`config.mk`:
```
export PLATFORM = sky130hd
export DESIGN_NAME = timer_pwm_channels
export DESIGN_NICKNAME = d
export VERILOG_FILES = /design/src/logic/timer_pwm_pkg.sv /design/src/logic/pwm_out_stage.sv /design/src/logic/timer_pwm_channels.sv
export SDC_FILE = /design/constraint.sdc
export NUM_CORES = 1
export LEC_CHECK = 0
export ABC_AREA = 1
export BUFFER_PORTS_ARGS = -buffer_cell sky130_fd_sc_hd__buf_2
export CAP_MARGIN = 10
export CORE_ASPECT_RATIO = 0.5
export CORE_UTILIZATION = 54
export CTS_CLUSTER_DIAMETER = 50
export DETAILED_ROUTE_END_ITERATION = 7
export PLACE_DENSITY = 0.77
export SLEW_MARGIN = 10
export SYNTH_ARGS = -nofsm -noshare
export SYNTH_HDL_FRONTEND = slang
export SYNTH_SLANG_ARGS = --single-unit
export TNS_END_PERCENT = 30
```
`constraint.sdc`:
```
create_clock -name ref_clk -period 5.33 [get_ports ref_clk]
set_input_delay 0.7995 -clock ref_clk [delete_from_list [all_inputs] [get_ports ref_clk]]
set_output_delay 0.7995 -clock ref_clk [all_outputs]
set_load 0.02 [all_outputs]
```
`src/logic/timer_pwm_pkg.sv`:
```
package timer_pwm_pkg;

  // Register byte offsets on the bus
  localparam logic [7:0] OFS_TSC = 8'h00;
  localparam logic [7:0] OFS_CNT = 8'h04;
  localparam logic [7:0] OFS_MOD = 8'h08;
  localparam logic [7:0] OFS_CHSC0 = 8'h10;
  localparam logic [7:0] OFS_CHCMP0 = 8'h14;
  localparam logic [7:0] CH_STRIDE = 8'h08;

  // Timer status/control field positions
  localparam int TSC_FLAG = 7;
  localparam int TSC_IRQEN = 6;
  localparam int TSC_HALT = 5;
  localparam int TSC_RST = 4;
  localparam int TSC_PS_LO = 0;
  localparam int PS_W = 3;

  // Modulo reset value and the prescaler code that gives no count ticks
  localparam logic [15:0] MOD_RESET = 16'hffff;
  localparam logic [PS_W-1:0] PS_EXT = 3'h7;

  // Channel mode and edge/level encodings
  localparam logic [1:0] MODE_UNBUF = 2'h1;
  localparam logic [1:0] MODE_BUF = 2'h2;
  localparam logic [1:0] EDGE_TOGGLE = 2'h1;
  localparam logic [1:0] EDGE_CLEAR = 2'h2;
  localparam logic [1:0] EDGE_SET = 2'h3;

  // Channel status/control, bit 7 down to bit 0
  typedef struct packed {
    logic flag;
    logic irqEn;
    logic modeHi;
    logic modeLo;
    logic edgeHi;
    logic edgeLo;
    logic tov;
    logic fullDuty;
  } chanCtl_s;

  localparam chanCtl_s CHSC_RESET = '0;

endpackage

```
`src/logic/pwm_out_stage.sv`:
```
`timescale 1ns/10ps
module pwm_out_stage
  import timer_pwm_pkg::*;
(
  input wire logic ref_clk,
  input wire logic rst,
  input wire logic ovf,
  input wire logic match,
  input wire logic drive,
  input chanCtl_s ctl,
  output logic pinOut,
  output logic pinOe
);

  logic out_r;
  logic out_nxt;
  logic [1:0] edgeSel;

  assign edgeSel = {ctl.edgeHi, ctl.edgeLo};

  // Pin level: rollover toggle first, compare forcing after it
  always_comb begin
    out_nxt = out_r;
    // (RULE_16) Held pulse level
    if (ctl.fullDuty && !ctl.tov) begin
      out_nxt = ~ctl.edgeLo;
    end else begin
      // (RULE_15) No toggle with tov off
      // (RULE_22) Toggle at rollover
      if (ovf && ctl.tov) begin
        out_nxt = ~out_nxt;
      end
      // (RULE_13) Compare action select
      if (match) begin
        case (edgeSel)
          EDGE_CLEAR: out_nxt = 1'b0;
          EDGE_SET: out_nxt = 1'b1;
          EDGE_TOGGLE: out_nxt = ~out_nxt;
          default: out_nxt = out_nxt;
        endcase
      end
    end
  end

  // Pin register
  always_ff @(posedge ref_clk or posedge rst) begin
    if (rst) begin
      out_r <= 1'b0;
    end else begin
      out_r <= out_nxt;
    end
  end

  assign pinOut = out_r;
  assign pinOe = drive && (edgeSel != 2'h0);

endmodule

```
`src/logic/timer_pwm_channels.sv`:
```
// Local design decisions: the address map and the AHB-Lite slave port.
`timescale 1ns/10ps
// Contract
// (RULE_01) Any channel does unbuffered PWM by overwriting its compare value.
// (RULE_02) Compare happens only on an exact counter match.
// (RULE_03) Software shortens a pulse inside the compare interrupt.
// (RULE_04) Software lengthens a pulse inside the rollover interrupt.
// (RULE_05) Software never selects toggle-on-compare for PWM.
// (RULE_06) Channel 0 buffer select pairs 0/1 on pin 0, ch0 first.
// (RULE_07) Last written compare of the pair governs from next rollover.
// (RULE_08) Channel 0 control runs the pair; channel 1 pin is freed.
// (RULE_09) Channel 2 buffer select pairs 2/3 the same way.
// (RULE_10) Software never rewrites the active compare of a pair.
// (RULE_11) Setup: halt, reset, period, width, channel setup, run.
// (RULE_12) Mode pair 0:1 unbuffered, 1:0 buffered.
// (RULE_13) Edge pair 1:0 clears, 1:1 sets output on compare.
// (RULE_14) Upper mode bit of channels 0 and 2 beats lower bit.
// (RULE_15) Rollover toggle off gives 0% duty.
// (RULE_16) Full duty bit with toggle off gives 100% duty.
// (RULE_17) Rollover flag sets at wrap; interrupt only when enabled.
// (RULE_18) Channel flag sets on compare; interrupt only when enabled.
// (RULE_19) Wait mode: timer runs, registers closed, interrupts wake.
// (RULE_20) Software halts the timer before wait if unneeded.
// (RULE_21) Stop mode halts the timer, keeping all state.
// (RULE_22) Period is the time between rollovers; toggle at rollover.
module timer_pwm_channels
  import timer_pwm_pkg::*;
#(
  parameter int CNT_W = 16,
  parameter int PS_STAGES = 6
)(
  input wire logic ref_clk,
  input wire logic rst,
  input wire logic hsel,
  input wire logic [31:0] haddr,
  input wire logic [1:0] htrans,
  input wire logic hwrite,
  input wire logic [2:0] hsize,
  input wire logic [31:0] hwdata,
  input wire logic hready,
  output logic hreadyout,
  output logic hresp,
  output logic [31:0] hrdata,
  input wire logic waitMode,
  input wire logic stopMode,
  output logic timerIrq,
  output logic [3:0] chPinOut,
  output logic [3:0] chPinOe
);

  localparam int NCH = 4;

  // Elaboration checks
  if (CNT_W < 8 || CNT_W > 16) begin : g_bad_width
    $error("CNT_W must be 8 to 16");
  end
  if (PS_STAGES != 6) begin : g_bad_ps
    $error("PS_STAGES must be 6");
  end

  ////////////////////////////////////////////////////////////////////
  // State

  logic tof_r, tof_nxt;
  logic rollover_irq_enable_r, rollover_irq_enable_nxt;
  logic halt_r, halt_nxt;
  logic [PS_W-1:0] ps_r, ps_nxt;
  logic [CNT_W-1:0] mod_r, mod_nxt;
  logic [CNT_W-1:0] cnt_r, cnt_nxt;
  logic [PS_STAGES-1:0] psCnt_r, psCnt_nxt;
  chanCtl_s chCtl_r [NCH];
  chanCtl_s chCtl_nxt [NCH];
  logic [CNT_W-1:0] chCmp_r [NCH];
  logic [CNT_W-1:0] chCmp_nxt [NCH];
  logic [1:0] actSel_r, actSel_nxt;
  logic [1:0] lastWr_r, lastWr_nxt;
  logic wrPend_r, wrPend_nxt;
  logic [7:0] wrAddr_r, wrAddr_nxt;
  logic [31:0] hrdata_r, hrdata_nxt;

  logic take, run, tick, ovf, trstWr;
  logic [PS_STAGES-1:0] psMask;
  logic [1:0] linked;
  logic [NCH-1:0] chOn, chMatch, chDrive, cmpWr;
  logic [CNT_W-1:0] effCmp [NCH];

  ////////////////////////////////////////////////////////////////////
  // Bus and counter timing

  // Address phase taken only while the registers are open
  // (RULE_19) Closed in wait mode
  assign take = hsel && hready && htrans[1] && !waitMode;
  // Zero wait states: every transfer is answered at once
  assign hreadyout = 1'b1;
  assign hresp = 1'b0;
  assign hrdata = hrdata_r;

  // (RULE_21) Counting halts in stop mode
  assign run = !halt_r && !stopMode;
  assign psMask = PS_STAGES'((7'h1 << ps_r) - 7'h1);
  assign tick = run && !trstWr && (ps_r != PS_EXT) &&
    ((psCnt_r & psMask) == psMask);
  // (RULE_17) Wrap after matching modulo
  assign ovf = tick && (cnt_r == mod_r);
  // (RULE_09) Pair 2/3 built as pair 0/1
  // (RULE_14) Upper bit alone decides pairing
  assign linked = {chCtl_r[2].modeHi, chCtl_r[0].modeHi};
  // Counter reset beats a tick in the same cycle
  assign trstWr = wrPend_r && (wrAddr_r == OFS_TSC) && hwdata[TSC_RST];

  ////////////////////////////////////////////////////////////////////
  // Channels

  for (genvar i = 0; i < NCH; i++) begin : g_ch
    localparam int P = i / 2;
    localparam bit ODD = (i % 2) == 1;
    if (ODD) begin : g_odd
      // (RULE_08) Second channel idle while paired
      assign chOn[i] = !linked[P] && chCtl_r[i].modeLo;
      assign effCmp[i] = chCmp_r[i];
    end else begin : g_even
      // (RULE_12) Either mode code enables
      assign chOn[i] = chCtl_r[i].modeHi || chCtl_r[i].modeLo;
      // (RULE_06) Active register of the pair
      assign effCmp[i] = (linked[P] && actSel_r[P]) ?
        chCmp_r[i+1] : chCmp_r[i];
    end
    // (RULE_02) Exact match only
    assign chMatch[i] = tick && chOn[i] && (cnt_r == effCmp[i]);
    assign chDrive[i] = chOn[i];
    pwm_out_stage u_out (
      .ref_clk(ref_clk),
      .rst(rst),
      .ovf(ovf),
      .match(chMatch[i]),
      .drive(chDrive[i]),
      .ctl(chCtl_r[i]),
      .pinOut(chPinOut[i]),
      .pinOe(chPinOe[i])
    );
  end

  // (RULE_18) Interrupt request gated by enables
  always_comb begin
    timerIrq = tof_r && rollover_irq_enable_r;
    for (int i = 0; i < NCH; i++) begin
      timerIrq = timerIrq || (chCtl_r[i].flag && chCtl_r[i].irqEn);
    end
  end

  ////////////////////////////////////////////////////////////////////
  // Next state

  always_comb begin
    logic [7:0] a;
    a = haddr[7:0];
    tof_nxt = tof_r;
    rollover_irq_enable_nxt = rollover_irq_enable_r;
    halt_nxt = halt_r;
    ps_nxt = ps_r;
    mod_nxt = mod_r;
    cnt_nxt = cnt_r;
    psCnt_nxt = psCnt_r;
    chCtl_nxt = chCtl_r;
    chCmp_nxt = chCmp_r;
    actSel_nxt = actSel_r;
    lastWr_nxt = lastWr_r;
    cmpWr = '0;
    wrPend_nxt = take && hwrite;
    wrAddr_nxt = take ? a : wrAddr_r;
    hrdata_nxt = '0;

    // Read data prepared in the address phase
    if (take && !hwrite) begin
      if (a == OFS_TSC) begin
        hrdata_nxt[TSC_FLAG] = tof_r;
        hrdata_nxt[TSC_IRQEN] = rollover_irq_enable_r;
        hrdata_nxt[TSC_HALT] = halt_r;
        hrdata_nxt[TSC_PS_LO +: PS_W] = ps_r;
      end else if (a == OFS_CNT) begin
        hrdata_nxt[CNT_W-1:0] = cnt_r;
      end else if (a == OFS_MOD) begin
        hrdata_nxt[CNT_W-1:0] = mod_r;
      end
      for (int i = 0; i < NCH; i++) begin
        if (a == OFS_CHSC0 + 8'(i) * CH_STRIDE) begin
          hrdata_nxt[7:0] = chCtl_r[i];
        end
        if (a == OFS_CHCMP0 + 8'(i) * CH_STRIDE) begin
          hrdata_nxt[CNT_W-1:0] = chCmp_r[i];
        end
      end
    end

    // Data phase writes; flags clear only by writing zero
    if (wrPend_r) begin
      if (wrAddr_r == OFS_TSC) begin
        tof_nxt = tof_r && hwdata[TSC_FLAG];
        rollover_irq_enable_nxt = hwdata[TSC_IRQEN];
        halt_nxt = hwdata[TSC_HALT];
        ps_nxt = hwdata[TSC_PS_LO +: PS_W];
      end else if (wrAddr_r == OFS_MOD) begin
        mod_nxt = hwdata[CNT_W-1:0];
      end
      for (int i = 0; i < NCH; i++) begin
        if (wrAddr_r == OFS_CHSC0 + 8'(i) * CH_STRIDE) begin
          chCtl_nxt[i] = hwdata[7:0];
          chCtl_nxt[i].flag = chCtl_r[i].flag && hwdata[7];
        end
        // (RULE_01) Compare value overwritten directly
        if (wrAddr_r == OFS_CHCMP0 + 8'(i) * CH_STRIDE) begin
          chCmp_nxt[i] = hwdata[CNT_W-1:0];
          cmpWr[i] = 1'b1;
        end
      end
    end

    // Counter and prescaler
    if (trstWr) begin
      cnt_nxt = '0;
      psCnt_nxt = '0;
    end else if (run) begin
      psCnt_nxt = psCnt_r + PS_STAGES'(1);
      if (ovf) begin
        cnt_nxt = '0;
      end else if (tick) begin
        cnt_nxt = cnt_r + CNT_W'(1);
      end
    end

    // (RULE_17) Set wins over a clearing write
    if (ovf) begin
      tof_nxt = 1'b1;
    end
    // (RULE_18) Channel flag on compare
    for (int i = 0; i < NCH; i++) begin
      if (chMatch[i]) begin
        chCtl_nxt[i].flag = 1'b1;
      end
    end

    // (RULE_07) Pair handover at rollover
    for (int p = 0; p < 2; p++) begin
      if (!linked[p]) begin
        lastWr_nxt[p] = 1'b0;
        actSel_nxt[p] = 1'b0;
      end else begin
        if (cmpWr[2*p+1]) begin
          lastWr_nxt[p] = 1'b1;
        end else if (cmpWr[2*p]) begin
          lastWr_nxt[p] = 1'b0;
        end
        if (ovf) begin
          actSel_nxt[p] = lastWr_nxt[p];
        end
      end
    end
  end

  // Registers
  always_ff @(posedge ref_clk or posedge rst) begin
    if (rst) begin
      tof_r <= 1'b0;
      rollover_irq_enable_r <= 1'b0;
      halt_r <= 1'b1;
      ps_r <= '0;
      mod_r <= MOD_RESET[CNT_W-1:0];
      cnt_r <= '0;
      psCnt_r <= '0;
      for (int i = 0; i < NCH; i++) begin
        chCtl_r[i] <= CHSC_RESET;
        chCmp_r[i] <= '0;
      end
      actSel_r <= '0;
      lastWr_r <= '0;
      wrPend_r <= 1'b0;
      wrAddr_r <= '0;
      hrdata_r <= '0;
    end else begin
      tof_r <= tof_nxt;
      rollover_irq_enable_r <= rollover_irq_enable_nxt;
      halt_r <= halt_nxt;
      ps_r <= ps_nxt;
      mod_r <= mod_nxt;
      cnt_r <= cnt_nxt;
      psCnt_r <= psCnt_nxt;
      chCtl_r <= chCtl_nxt;
      chCmp_r <= chCmp_nxt;
      actSel_r <= actSel_nxt;
      lastWr_r <= lastWr_nxt;
      wrPend_r <= wrPend_nxt;
      wrAddr_r <= wrAddr_nxt;
      hrdata_r <= hrdata_nxt;
    end
  end
endmodule

```
==> metrics.md, run 1 <==
| Metric | Value |
|---|---|
| Status | completed |
| DR vias | about 9,700 |
| Worst-Margin Slew | 1.14 ns |
| Post-synth top flop | dfrtp_1 |
| Crit end category | register |
| # rows | 35 |
| Finished Layout Cells | 1,715 |
| Yosys Warn Count | 0 |
| TritonCTS buffer count | 17 |
| Setup CP Type | reg2reg |
| Clk root buf | clkbuf_16 |
| Dpl cells | between 1,500 and 2,000 |
| Critical Path AT | approximately 3.1 ns |
| Mapped Cells | 1,423 |
| CTS clock-pin slew for the worst setup and hold paths | 0.07 ns |
| Setup ws final | about 2.6 ns |
| CTS resizes | 0 |
| Power Density | 373 mW/mm^2 |
| CP max FO | 21 |
| Slowest CP cell | dfrtp_1 |
| Antenna-violating nets left | 0 |
| Ys async rst share | 100% |
| Final period util | between 50% and 60% |
| VDD IR max | 252 uV |
| Fraction of layout cells with a size suffix above 1 | 12.0% |
| Flops & latches, synth | 173 |
| Buffer count from post-CTS setup fixing | 0 |
| DRT iter0 DRCs | 930 |
| CP max stage delay | 0.63 ns |
| Largest net degree at the start of global routing | around 170 |
| Static Leak | about 0.006 uW |
| WL per Instance | 18.2 um |
| Cell mode on critical path | nand2_1 |
| Number of flops mapped to enable cells by yosys | 0 |
| Most frequent cells in the layout | 470 x nand2_1, 158 x o21ai_0, 156 x dfrtp_1 |
| IO Count | around 120 |
| Pre-CTS setup slack | 2.36 ns |
| DIE HEIGHT | 99.2 um |
| GR Util All Layers | approximately 33% |
| Starting density of the core | 55.4% |
| Final Skew | about 0.014 ns |
| Slew headroom | 24.0% |
| CTS max path bufs | 2 |
| Hold Fails Final Rpt | 0 |
| Residual DRC count | 0 |
| Finished Core Util | 60.0% |
| RSZ-0062 raised after global routing | false |
| Synth Area per Inst | 7.17 um^2 |
| Clock latency on the worst-skew pair | 0.44 ns |
| Global-route wire length before repair | slightly below 50,000 um |
| Worst setup SP type | register |
| Minimum clock period | 2.76 ns |
| Die area | between 0.015 and 0.02 mm^2 |
| CTS sink cnt | roughly 170 |
| Sequential area share after synthesis | 42.6% |
| Vias in the first global route | 8,741 |
| Final Net Count | 1,521 |
| Detailed placement HPWL | 22,300 um |
| Slew Limit Fails | 0 |
| Syn Std Cell Area | 0.0102 mm^2 |
| Vias/cell | 5.64 |
| CTS HTree Levels | 4 |
| Total Routed Length | 31,200 um |
| Synth area leader | dfrtp_1 |
| GPL Wtd Cong | 0.990 |
| Finish-stage setup viols | 0 |
| Yosys top cell area share | 38.2% |
| DRT Pass-1 Iters | 6 |
| Number of port buffers | 56 |
| Worst path required time | 5.70 ns |
| Core ar. | between 0.015 and 0.02 mm^2 |
| Most common cell after layout, fill and taps aside | nand2_1 |
| Syn-to-layout area delta | 8.36% |
| ANT cells | 0 |
| Antenna violations before repair | 0 |
| Synth cell types | 46 |
| Hold WC Path Type | reg2reg |
| CP cell instances | nand2_2 > inv_1 > nand2_1 > nand3_1 > nand2_1 > nor2_1 > nand2_1 > nor2_1 > nand3_1 > a21oi_1 > nand3_1 > nand2_1 |
| Die Wd | 196 um |
| Final global-route overflow total | 0 |
| Sum Neg Setup Slack | 0 ns |
| CTS tree | built |
| Dominant cells by area after synthesis | dfrtp_1 38%, nand2_1 17%, o21ai_0 7.7% |
| Max frequency | 362 MHz |
| Hold_buf cts | 0 |
| Max Cap Viol | 0 |
power by group:
part / internal (uW) / switching (uW) / total [uW]
clock: 755 / 574 / 1330
sequential: 1470 / 228 / 1700
combinational: 354 / 746 / 1100
critical path, delay by kind of cell, from the launching register on:
kind                   cells  cell delay, ns
AND/OR/NAND/NOR           10            1.63
AO/OA/AOI/OAI              1            0.20
buffers and inverters      1            0.22
flip-flops                 1            0.63
cells in the mapped netlist, types with 2 or more instances:
| library cell | count |
|---|---|
| nand4_1 | 27 |
| buf_6 | 7 |
| nand3_2 | 2 |
| or2_2 | 15 |
| conb_1 | 2 |
| nor3_1 | 17 |
| o211ai_1 | 9 |
| nand3b_1 | 2 |
| ha_1 | 2 |
| nand2_2 | 10 |
| nor3_2 | 2 |
| nor2_4 | 5 |
| xnor2_1 | 9 |
| o21ai_1 | 8 |
| nand2_1 | 470 |
| nand3_1 | 94 |
| inv_2 | 9 |
| o21ai_2 | 2 |
| xor2_1 | 14 |
| o21a_1 | 2 |
| dfrtp_1 | 156 |
| inv_1 | 139 |
| o22ai_1 | 6 |
| buf_4 | 36 |
| nor2_2 | 7 |
| nor2_1 | 86 |
| nand2_4 | 3 |
| a21oi_1 | 54 |
| dfstp_2 | 17 |
| o21ai_0 | 158 |
| clkbuf_1 | 25 |
| a221oi_1 | 2 |
| buf_2 | 12 |
| nor4_1 | 2 |
logic make-up after synthesis:
group                      synth area share (%)
AOI/OAI and AO/OA                          12.7
adders and majority gates                 0.245
xor gates and xnor gates                   1.97
other                                    0.0736
and+or+nand+nor                            32.1
DFF                                        42.6
buffers and inverters                      10.4
registers in the layout (all words and copies together), names as in the netlist, 4 cells and up:
name and cells:
chCmp_r 64, chCtl_r 32, cnt_r 16, g_ch.u_out.pinOut 4, hrdata 16, mod_r 16
psCnt_r 6, wrAddr_r 8
final cells by class:
class / instances / area (um^2)
multi-input cells: 1038 / 4860
clock buffers: 19 / 443
flip-flops and latches: 173 / 4350
fillers: 1689 / 7380
inverters: 148 / 559
well taps: 259 / 324
repair buffers: 65 / 360
clock inverters: 13 / 165
final timing paths:
| check | cells past startpoint | to | slack (ns) | startpoint |
|---|---|---|---|---|
| hold reg to reg | 2 | chCtl_r[0] | 0.49 | chCtl_r[0] |
| setup reg to reg | 12 | g_ch[0].u_out.pinOut | 2.57 | actSel_r[0] |
| hold / removal | 2 | chCtl_r[0] | 0.49 | chCtl_r[0] |
| min in group asynchronous | 3 | chCmp_r[11] | 0.64 | rst |
| max in group asynchronous | 3 | cnt_r[1] | 4.00 | rst |
| setup / recovery | 12 | g_ch[0].u_out.pinOut | 2.57 | actSel_r[0] |
metrics by stage:
step / power [uW] / hold slack (ns) / area, um^2
after floorplan: 2550 / 0.446 / 10300
after global placement: 2740 / 0.469 / 10500
after detailed placement: 2780 / 0.477 / 10500
after CTS: 4090 / 0.493 / 11100
after global routing: 4340 / 0.520 / 11100
final: 4120 / 0.490 / 11100
layer usage:
layer	global-route usage, %	share of wire (%)
met5	0	0
met4	9.31	2.0
met3	9.73	11
met2	51.0	44
met1	45.6	43
No activity file was read; power rests on OpenSTA's default activity.
==> run 2: changes to the inputs <==
--- a/config.mk
+++ b/config.mk
@@ -5,14 +5,14 @@
 export SDC_FILE = /design/constraint.sdc
 export NUM_CORES = 1
 export LEC_CHECK = 0
-export ABC_AREA = 1
+export ABC_AREA = 0
 export BUFFER_PORTS_ARGS = -buffer_cell sky130_fd_sc_hd__buf_2
 export CAP_MARGIN = 10
 export CORE_ASPECT_RATIO = 0.5
-export CORE_UTILIZATION = 54
+export CORE_UTILIZATION = 53
 export CTS_CLUSTER_DIAMETER = 50
 export DETAILED_ROUTE_END_ITERATION = 7
-export PLACE_DENSITY = 0.77
+export PLACE_DENSITY = 0.76
 export SLEW_MARGIN = 10
 export SYNTH_ARGS = -nofsm -noshare
 export SYNTH_HDL_FRONTEND = slang
==> constraint.sdc (replaced) <==
create_clock -name ref_clk -period 2.4 [get_ports ref_clk]
set_input_delay 0.36 -clock ref_clk [delete_from_list [all_inputs] [get_ports ref_clk]]
set_output_delay 0.36 -clock ref_clk [all_outputs]
set_load 0.02 [all_outputs]
==> run 2 against run 1 <==
Effect of this change:
- the flow now finishes with violations (hold timing, setup timing)
- worst setup slack lost 2.7 ns
- fmax rose by 11%
- die area decreased by 0.83%
- clock skew shrank 0.0040 ns
- non-clock buffer count increased by 90
- via count decreased by 13%
- cell count down 24%
- core utilization grew 4.8 points
- highest routed layer unchanged
- combinational power up 36%
- first-iteration DRC count fell by 12%
==> metrics.md, run 2 <==
| Metric | Value |
|---|---|
| Detail Route met3 WL | 3550 um |
| RSZ-0062 raised after global routing | true |
| Switching share of power | 31.1% |
| Total Routed Length | 31,200 um |
| Buffers & Inverters on Critical Path | 1 |
| Die Wd | 196 um |
| Worst path required time | 2.78 ns |
| PnR Total Power | 7750 uW |
| VDD IR max | 575 uV |
| Antenna violations before repair | 0 |
| Largest delay share family, worst path | compound AO/OA/AOI/OAI gates |
| Syn Std Cell Area | ~0.0099 mm^2 |
| Number of port buffers | 56 |
| Slew Limit Fails | 0 |
| Hold Fails Final Rpt | 10 |
| Power Internal | 5340 uW |
| Reg2Reg Setup Slack | -0.09 ns |
| Synth Area per Inst | about 11 um^2 |
| Hold WC Path Type | in2async |
| Static Leak | 0.00513 uW |
| Dominant cells by area after synthesis | dfrtp_1 39%, mux2_2 13%, xor2_1 5.4% |
| Die area | 0.0193 mm^2 |
| Final global-route overflow total | 0 |
| Dpl cells | between 1,000 and 1,500 |
| Ys async rst share | 100% |
| Detailed placement HPWL | 23,000 um |
| Power share of the clock group | 36.3% |
| DIE HEIGHT | about 99 um |
| Multi-input logic area | 0.00514 mm^2 |
| Worst setup SP type | register |
| Most frequent cells after synthesis | 156 x dfrtp_1, 117 x mux2_2, 61 x xor2_1 |
| Sequential cell area | between 0.004 and 0.005 mm^2 |
| DRT iter0 DRCs | 820 |
| Setup ws final | -0.0889 ns |
| Worst reg-to-reg path cell count | 8 |
| CTS tree | built |
| Biggest regs | chCmp_r: 64 flops, chCtl_r: 32 flops |
| Worst-Margin Slew | 0.773 ns |
| Fillers | 1,406 |
| Compound-Gate Fraction of Synth Area | 13.5% |
| Starting density of the core | 55.6% |
| Synth cell types | 83 |
| Synth Area in Adders | 0.252% |
| Met1 wire length | 13,700 um |
| Sequential area share after synthesis | 43.8% |
| Most frequent cells in the layout | 154 x dfrtp_1, 117 x mux2_2, 91 x buf_4 |
| Syn-to-layout area delta | 16.5% |
| Largest register FFs | 64 |
| Largest net degree at the start of global routing | 49 |
| Mapped Cells | between 900 and 1,000 |
| TritonCTS buffer count | 17 |
| Slew headroom | approximately half |
| CTS HTree Levels | 4 |
| Slowest CP cell | dfrtp_1 |
| Post-synthesis simple-gate area fraction | between 10% and 20% |
| XOR/XNOR Fraction of Synth Area | 7.27% |
| RR Startpoint | cnt_r[3] |
| GR Util All Layers | roughly a third |
| Vias in the first global route | 8,137 |
| Top-count cell post-synth | dfrtp_1 |
| DR vias | around 8,400 |
| IO Count | 119 |
| Final Net Count | 1,127 |
| Residual DRC count | 0 |
| Vias/cell | about 6.5 |
| Finished Layout Cells | ~1,300 |
| GPL Wtd Cong | 1.06 |
| Top layer in use | met4 |
| Multiplexer area fraction after synthesis | 14.3% |
| Hold Slack | -0.00447 ns |
| WL per Instance | approximately 24 um |
| CTS max path bufs | 2 |
| CTS sink cnt | about 170 |
| Crit end category | register |
| Status | complete, but fails checks |
| P_sw | 2410 uW |
| CP cell instances | buf_4 > xnor2_4 > o211ai_1 > o32a_1 > nor4_1 > nand4_1 > a221o_1 > nor2_1 |
| Reg with most FFs | chCmp_r |
| R2r endpoint | g_ch[0].u_out.pinOut |
| ANT cells | 0 |
| Power Density | 669 mW/mm^2 |
| Clock latency on the worst-skew pair | between 0.4 and 0.5 ns |
| Met2 routed WL | 13,200 um |
| Finish-stage setup viols | 3 |
| Final Skew | 0.00971 ns |
| Antenna-violating nets left | 0 |
| Global-route wire length before repair | 48,100 um |
| CP max stage delay | 0.46 ns |
| CP max FO | 10 |
| Sequential Power Share | about 44% |
| Setup CP Type | reg2reg |
| Clk root buf | clkbuf_16 |
| Synth area leader | dfrtp_1 |
| CTS clock-pin slew for the worst setup and hold paths | roughly 0.070 ns |
| Max frequency | 402 MHz |
| Yosys top cell area share | approximately 39% |
| Most common cell after layout, fill and taps aside | dfrtp_1 |
| Core ar. | 0.0179 mm^2 |
| Post-synth top flop | dfrtp_1 |
| Yosys Warn Count | 0 |
| DRT Pass-1 Iters | 6 |
| Failing checks | hold timing, setup timing |
| Final period util | 104% |
| Max Cap Viol | 0 |
| Flops & latches, synth | 173 |
| Logic pwr share | 19.4% |
| Minimum clock period | roughly 2.5 ns |
| Combinational family with the most area after synthesis | simple AND/OR/NAND/NOR gates |
| # rows | 34 |
| Critical Path AT | 2.87 ns |
| Number of flops mapped to enable cells by yosys | 0 |
| Fraction of layout cells with a size suffix above 1 | 34.5% |
[run 2: how the worst max path moves through the flow]
stage               slack [ns]  cells after the start      from                   end
floorplan                -0.16                      1       rst           actSel_r[0]
detailed placement       -0.07                     10  cnt_r[0]  g_ch[1].u_out.pinOut
CTS                      -0.05                      9  mod_r[3]  g_ch[2].u_out.pinOut
global route             -0.14                      9  mod_r[3]  g_ch[2].u_out.pinOut
finish                   -0.09                      8  cnt_r[3]  g_ch[0].u_out.pinOut
global placement         -0.02                      9  cnt_r[9]  g_ch[2].u_out.pinOut
[run 2: cell type report]
| cell class | instances | area share [%] |
|---|---|---|
| Inverter | 24 | 0.811 |
| Clock buffer | 20 | 3.86 |
| Timing Repair Buffer | 155 | 9.63 |
| Clock inverter | 12 | 1.18 |
| Multi-Input combinational cell | 678 | 44.4 |
| Sequential cell | 173 | 37.6 |
| Tap cell | 234 | 2.53 |
[run 2: logic make-up (layout without fill, tap and decap cells)]
group | Yosys count | in the layout
other | 2 | 18
AOI/OAI and AO/OA | 197 | 197
xor gates and xnor gates | 79 | 79
DFF | 173 | 173
muxes | 127 | 127
buffers and inverters | 101 | 211
and+or+nand+nor | 255 | 255
adders and majority gates | 2 | 2
[run 2: routing by layer]
| metal | vias to the layer above | GRT usage [%] |
|---|---|---|
| li1 | 3626 | - |
| met2 | 516 | 49.2 |
| met4 | 0 | 10.2 |
| met5 | - | 0 |
| met1 | 4163 | 48.7 |
| met3 | 69 | 9.14 |
[run 2: stage by stage]
stage | setup TNS (ns) | instance area (um^2) | utilization (%) | hold slack (ns) | setup slack [ns]
5_1_grt | -0.475 | 11600 | 64.8 | 0.0224 | -0.141
4_1_cts | -0.0531 | 11500 | 64.2 | 0.00510 | -0.0531
3_3_place_gp | -0.0244 | 10900 | 60.9 | 0.463 | -0.0244
3_5_place_dp | -0.140 | 10900 | 60.9 | 0.466 | -0.0746
2_1_floorplan | -24.46 | 10000 | - | 0.472 | -0.157
6_report | -0.184 | 11600 | 64.8 | -0.00447 | -0.0889
[run 2: what timing repair did]
item                                    CTS  global route
hold buffers                              0             0
endpoints found under the hold margin     0             0
gates resized for setup                   3            13
cloned                                    0             0
pin swaps                                 1            11
setup buffers                             0             3
endpoints found under the setup margin    2             9
[run 2: worst register-to-register path: stages (launching register included)]
cell and delay, ns:
dfrtp_1 0.46, buf_4 0.29, xnor2_4 0.16, o211ai_1 0.12, o32a_1 0.34, nor4_1 0.28, nand4_1 0.30, a221o_1 0.40
nor2_1 0.08
[run 2: power by group through the flow]
| stage | Clock, uW | Sequential [uW] | Combinational [uW] |
|---|---|---|---|
| floorplan | 0 | 3350 | 980 |
| global placement | 0 | 3450 | 1370 |
| detailed placement | 0 | 3460 | 1410 |
| CTS | 2820 | 3410 | 1430 |
| global route | 2950 | 3460 | 1600 |
| finish | 2810 | 3430 | 1500 |
==> run 3: changes to the inputs <==
--- a/config.mk
+++ b/config.mk
@@ -10,9 +10,11 @@
 export CAP_MARGIN = 10
 export CORE_ASPECT_RATIO = 0.5
 export CORE_UTILIZATION = 53
+export CTS_BUF_LIST = sky130_fd_sc_hd__clkbuf_16
 export CTS_CLUSTER_DIAMETER = 50
 export DETAILED_ROUTE_END_ITERATION = 7
 export PLACE_DENSITY = 0.76
+export REMOVE_ABC_BUFFERS = 1
 export SLEW_MARGIN = 10
 export SYNTH_ARGS = -nofsm -noshare
 export SYNTH_HDL_FRONTEND = slang
==> run 3 against run 2 <==
Effect of this change:
- the flow now finishes without violations
- critical path depth is 1 lower
- worst setup slack improved by 0.097 ns
- cell count unchanged
- combinational power fell by 4%
- clock power is 5% lower
- highest routed layer unchanged
- largest power group unchanged
==> metrics.md, run 3 (same netlist as run 2, synthesis figures left out) <==
| Metric | Value |
|---|---|
| Starting density of the core | 55.6% |
| TritonCTS buffer count | 17 |
| Final Skew | approximately 0.014 ns |
| CTS max path bufs | 2 |
| Max Cap Viol | 0 |
| Slew Limit Fails | 0 |
| Post-DP Area | 0.0108 mm^2 |
| Die Wd | 196 um |
| Antenna-violating nets left | 0 |
| Power share of the clock group | 35.3% |
| Multi-input logic area | 0.00513 mm^2 |
| Final global-route overflow total | 0 |
| CP max stage delay | 0.49 ns |
| Slew headroom | roughly half |
| Most frequent cells in the layout | 152 x dfrtp_1, 117 x mux2_2, 90 x buf_4 |
| # rows | 34 |
| Final period util | 99.7% |
| CP cell instances | or2_2 > a2111oi_1 > nor2_1 > a21oi_1 > nand4_1 > a2111o_1 > o221ai_1 |
| DR vias | 8,409 |
| Most common cell after layout, fill and taps aside | dfrtp_1 |
| Largest net degree at the start of global routing | 59 |
| Crit end category | register |
| Worst setup SP type | register |
| Residual DRC count | 0 |
| CTS tree | built |
| Post-route cell area | 0.0115 mm^2 |
| Static Leak | between 0.005 and 0.006 uW |
| Slowest CP cell | dfrtp_2 |
| GR Util All Layers | approximately a third |
| ANT cells | 0 |
| Largest delay share family, worst path | compound AO/OA/AOI/OAI gates |
| Status | completed |
| Biggest regs | chCmp_r: 64 flops, chCtl_r: 32 flops |
| CTS sink cnt | 173 |
| Power Density | 655 mW/mm^2 |
| Total Routed Length | 31,800 um |
| DRT Pass-1 Iters | 6 |
| Detailed placement HPWL | approximately 23,000 um |
| Vias/cell | 6.49 |
| Syn-to-layout area delta | 16.2% |
| Worst path required time | 2.75 ns |
| Critical Path AT | approximately 2.7 ns |
| Largest register FFs | 64 |
| CTS clock-pin slew for the worst setup and hold paths | 0.07 ns |
| Hold Fails Final Rpt | 0 |
| Switching share of power | between 30% and 40% |
| Die area | between 0.015 and 0.02 mm^2 |
| Clock latency on the worst-skew pair | 0.44 ns |
| Pre-CTS setup slack | -0.0832 ns |
| Power Internal | slightly above 5000 uW |
| GPL Wtd Cong | approximately 1 |
| VDD IR max | about 540 uV |
| Global-route wire length before repair | 48,100 um |
| Reg with most FFs | chCmp_r |
| Finish-stage setup viols | 0 |
| Sequential cell area | ~0.0044 mm^2 |
| Clk root buf | clkbuf_16 |
| Setup CP Type | reg2reg |
| Fraction of layout cells with a size suffix above 1 | a little over a third |
| Sequential Power Share | 45.6% |
| Setup ws final | ~0.008 ns |
| Number of port buffers | 56 |
| WL per Instance | 24.6 um |
| Antenna violations before repair | 0 |
| Final Net Count | 1,127 |
| DRT iter0 DRCs | 956 |
| CTS HTree Levels | 4 |
| Core ar. | 0.0179 mm^2 |
| Max frequency | 418 MHz |
| IO Count | 119 |
| DIE HEIGHT | 98.8 um |
| Vias in the first global route | approximately 8,000 |
| RSZ-0062 raised after global routing | true |
| Minimum clock period | 2.39 ns |
| P_sw | roughly 2400 uW |
| Hold WC Path Type | in2reg |
| Buffers & Inverters on Critical Path | 0 |
| Fillers | about 1,400 |
| CP max FO | 9 |
| Logic pwr share | a little under a fifth |
| Worst-Margin Slew | 0.743 ns |
## run 3: area by class of cell
class / instances / area share (%)
multi-input combinational: 678 / 44.5
sequential: 173 / 37.7
timing repair buffer: 155 / 9.68
clock buffer: 17 / 3.68
tap: 234 / 2.54
clock inverter: 15 / 1.09
inverter: 24 / 0.823
## run 3: power groups by stage
stage,sequential [uW],clock [uW],combinational (uW)
global placement,3470,0,1310
CTS,3440,2690,1380
global route,3480,2810,1550
floorplan,3430,0,767
detailed placement,3480,0,1350
finish,3450,2670,1440
## run 3: worst paths after layout
| kind | startpoint | to | slack, ns | cells past startpoint |
|---|---|---|---|---|
| worst max-delay path | cnt_r[0] | g_ch[2].u_out.pinOut | 0.008 | 7 |
| worst min-delay path | hwrite | wrPend_r | 0.18 | 3 |
| max in group asynchronous | rst | mod_r[10] | 1.15 | 4 |
| worst min register to register | lastWr_r[1] | lastWr_r[1] | 0.53 | 2 |
| worst max register to register | cnt_r[0] | g_ch[2].u_out.pinOut | 0.008 | 7 |
| min in group asynchronous | rst | chCtl_r[9] | 0.51 | 3 |
## run 3: worst register-to-register path: cells and delay by family, from the launching register on
family | cells | cell delay (ns)
compound gates | 4 | 1.16
simple gates | 3 | 0.66
flops | 1 | 0.49
## run 3: per-stage QoR
step	util, %	hold slack [ns]	instances	total power (uW)	setup TNS [ns]
2_1_floorplan	-	0.469	875	4200	-431.37
3_3_place_gp	60.7	0.417	1256	4780	0
3_5_place_dp	60.7	0.426	1256	4830	-0.103
4_1_cts	64.0	0.172	1290	7500	0
5_1_grt	64.6	0.218	1296	7840	-0.0579
6_report	64.6	0.175	1296	7570	0
## run 3: metal layers
metal  vias to the layer above  GRT usage [%]  share of wire, %
li1                       3629              -                 -
met1                      4208           50.2                44
met2                       503           48.5                42
met3                        69           7.46                11
met4                         0           9.09               2.4
met5                         -              0                 0
## run 3: timing repair
action / CTS / global route
hold buffers: 1 / 0
pin swaps: 1 / 18
gates resized for setup: 2 / 19
endpoints found under the hold margin: 44 / 0
setup endpoints to repair: 3 / 6
buffers inserted: 1 / 6
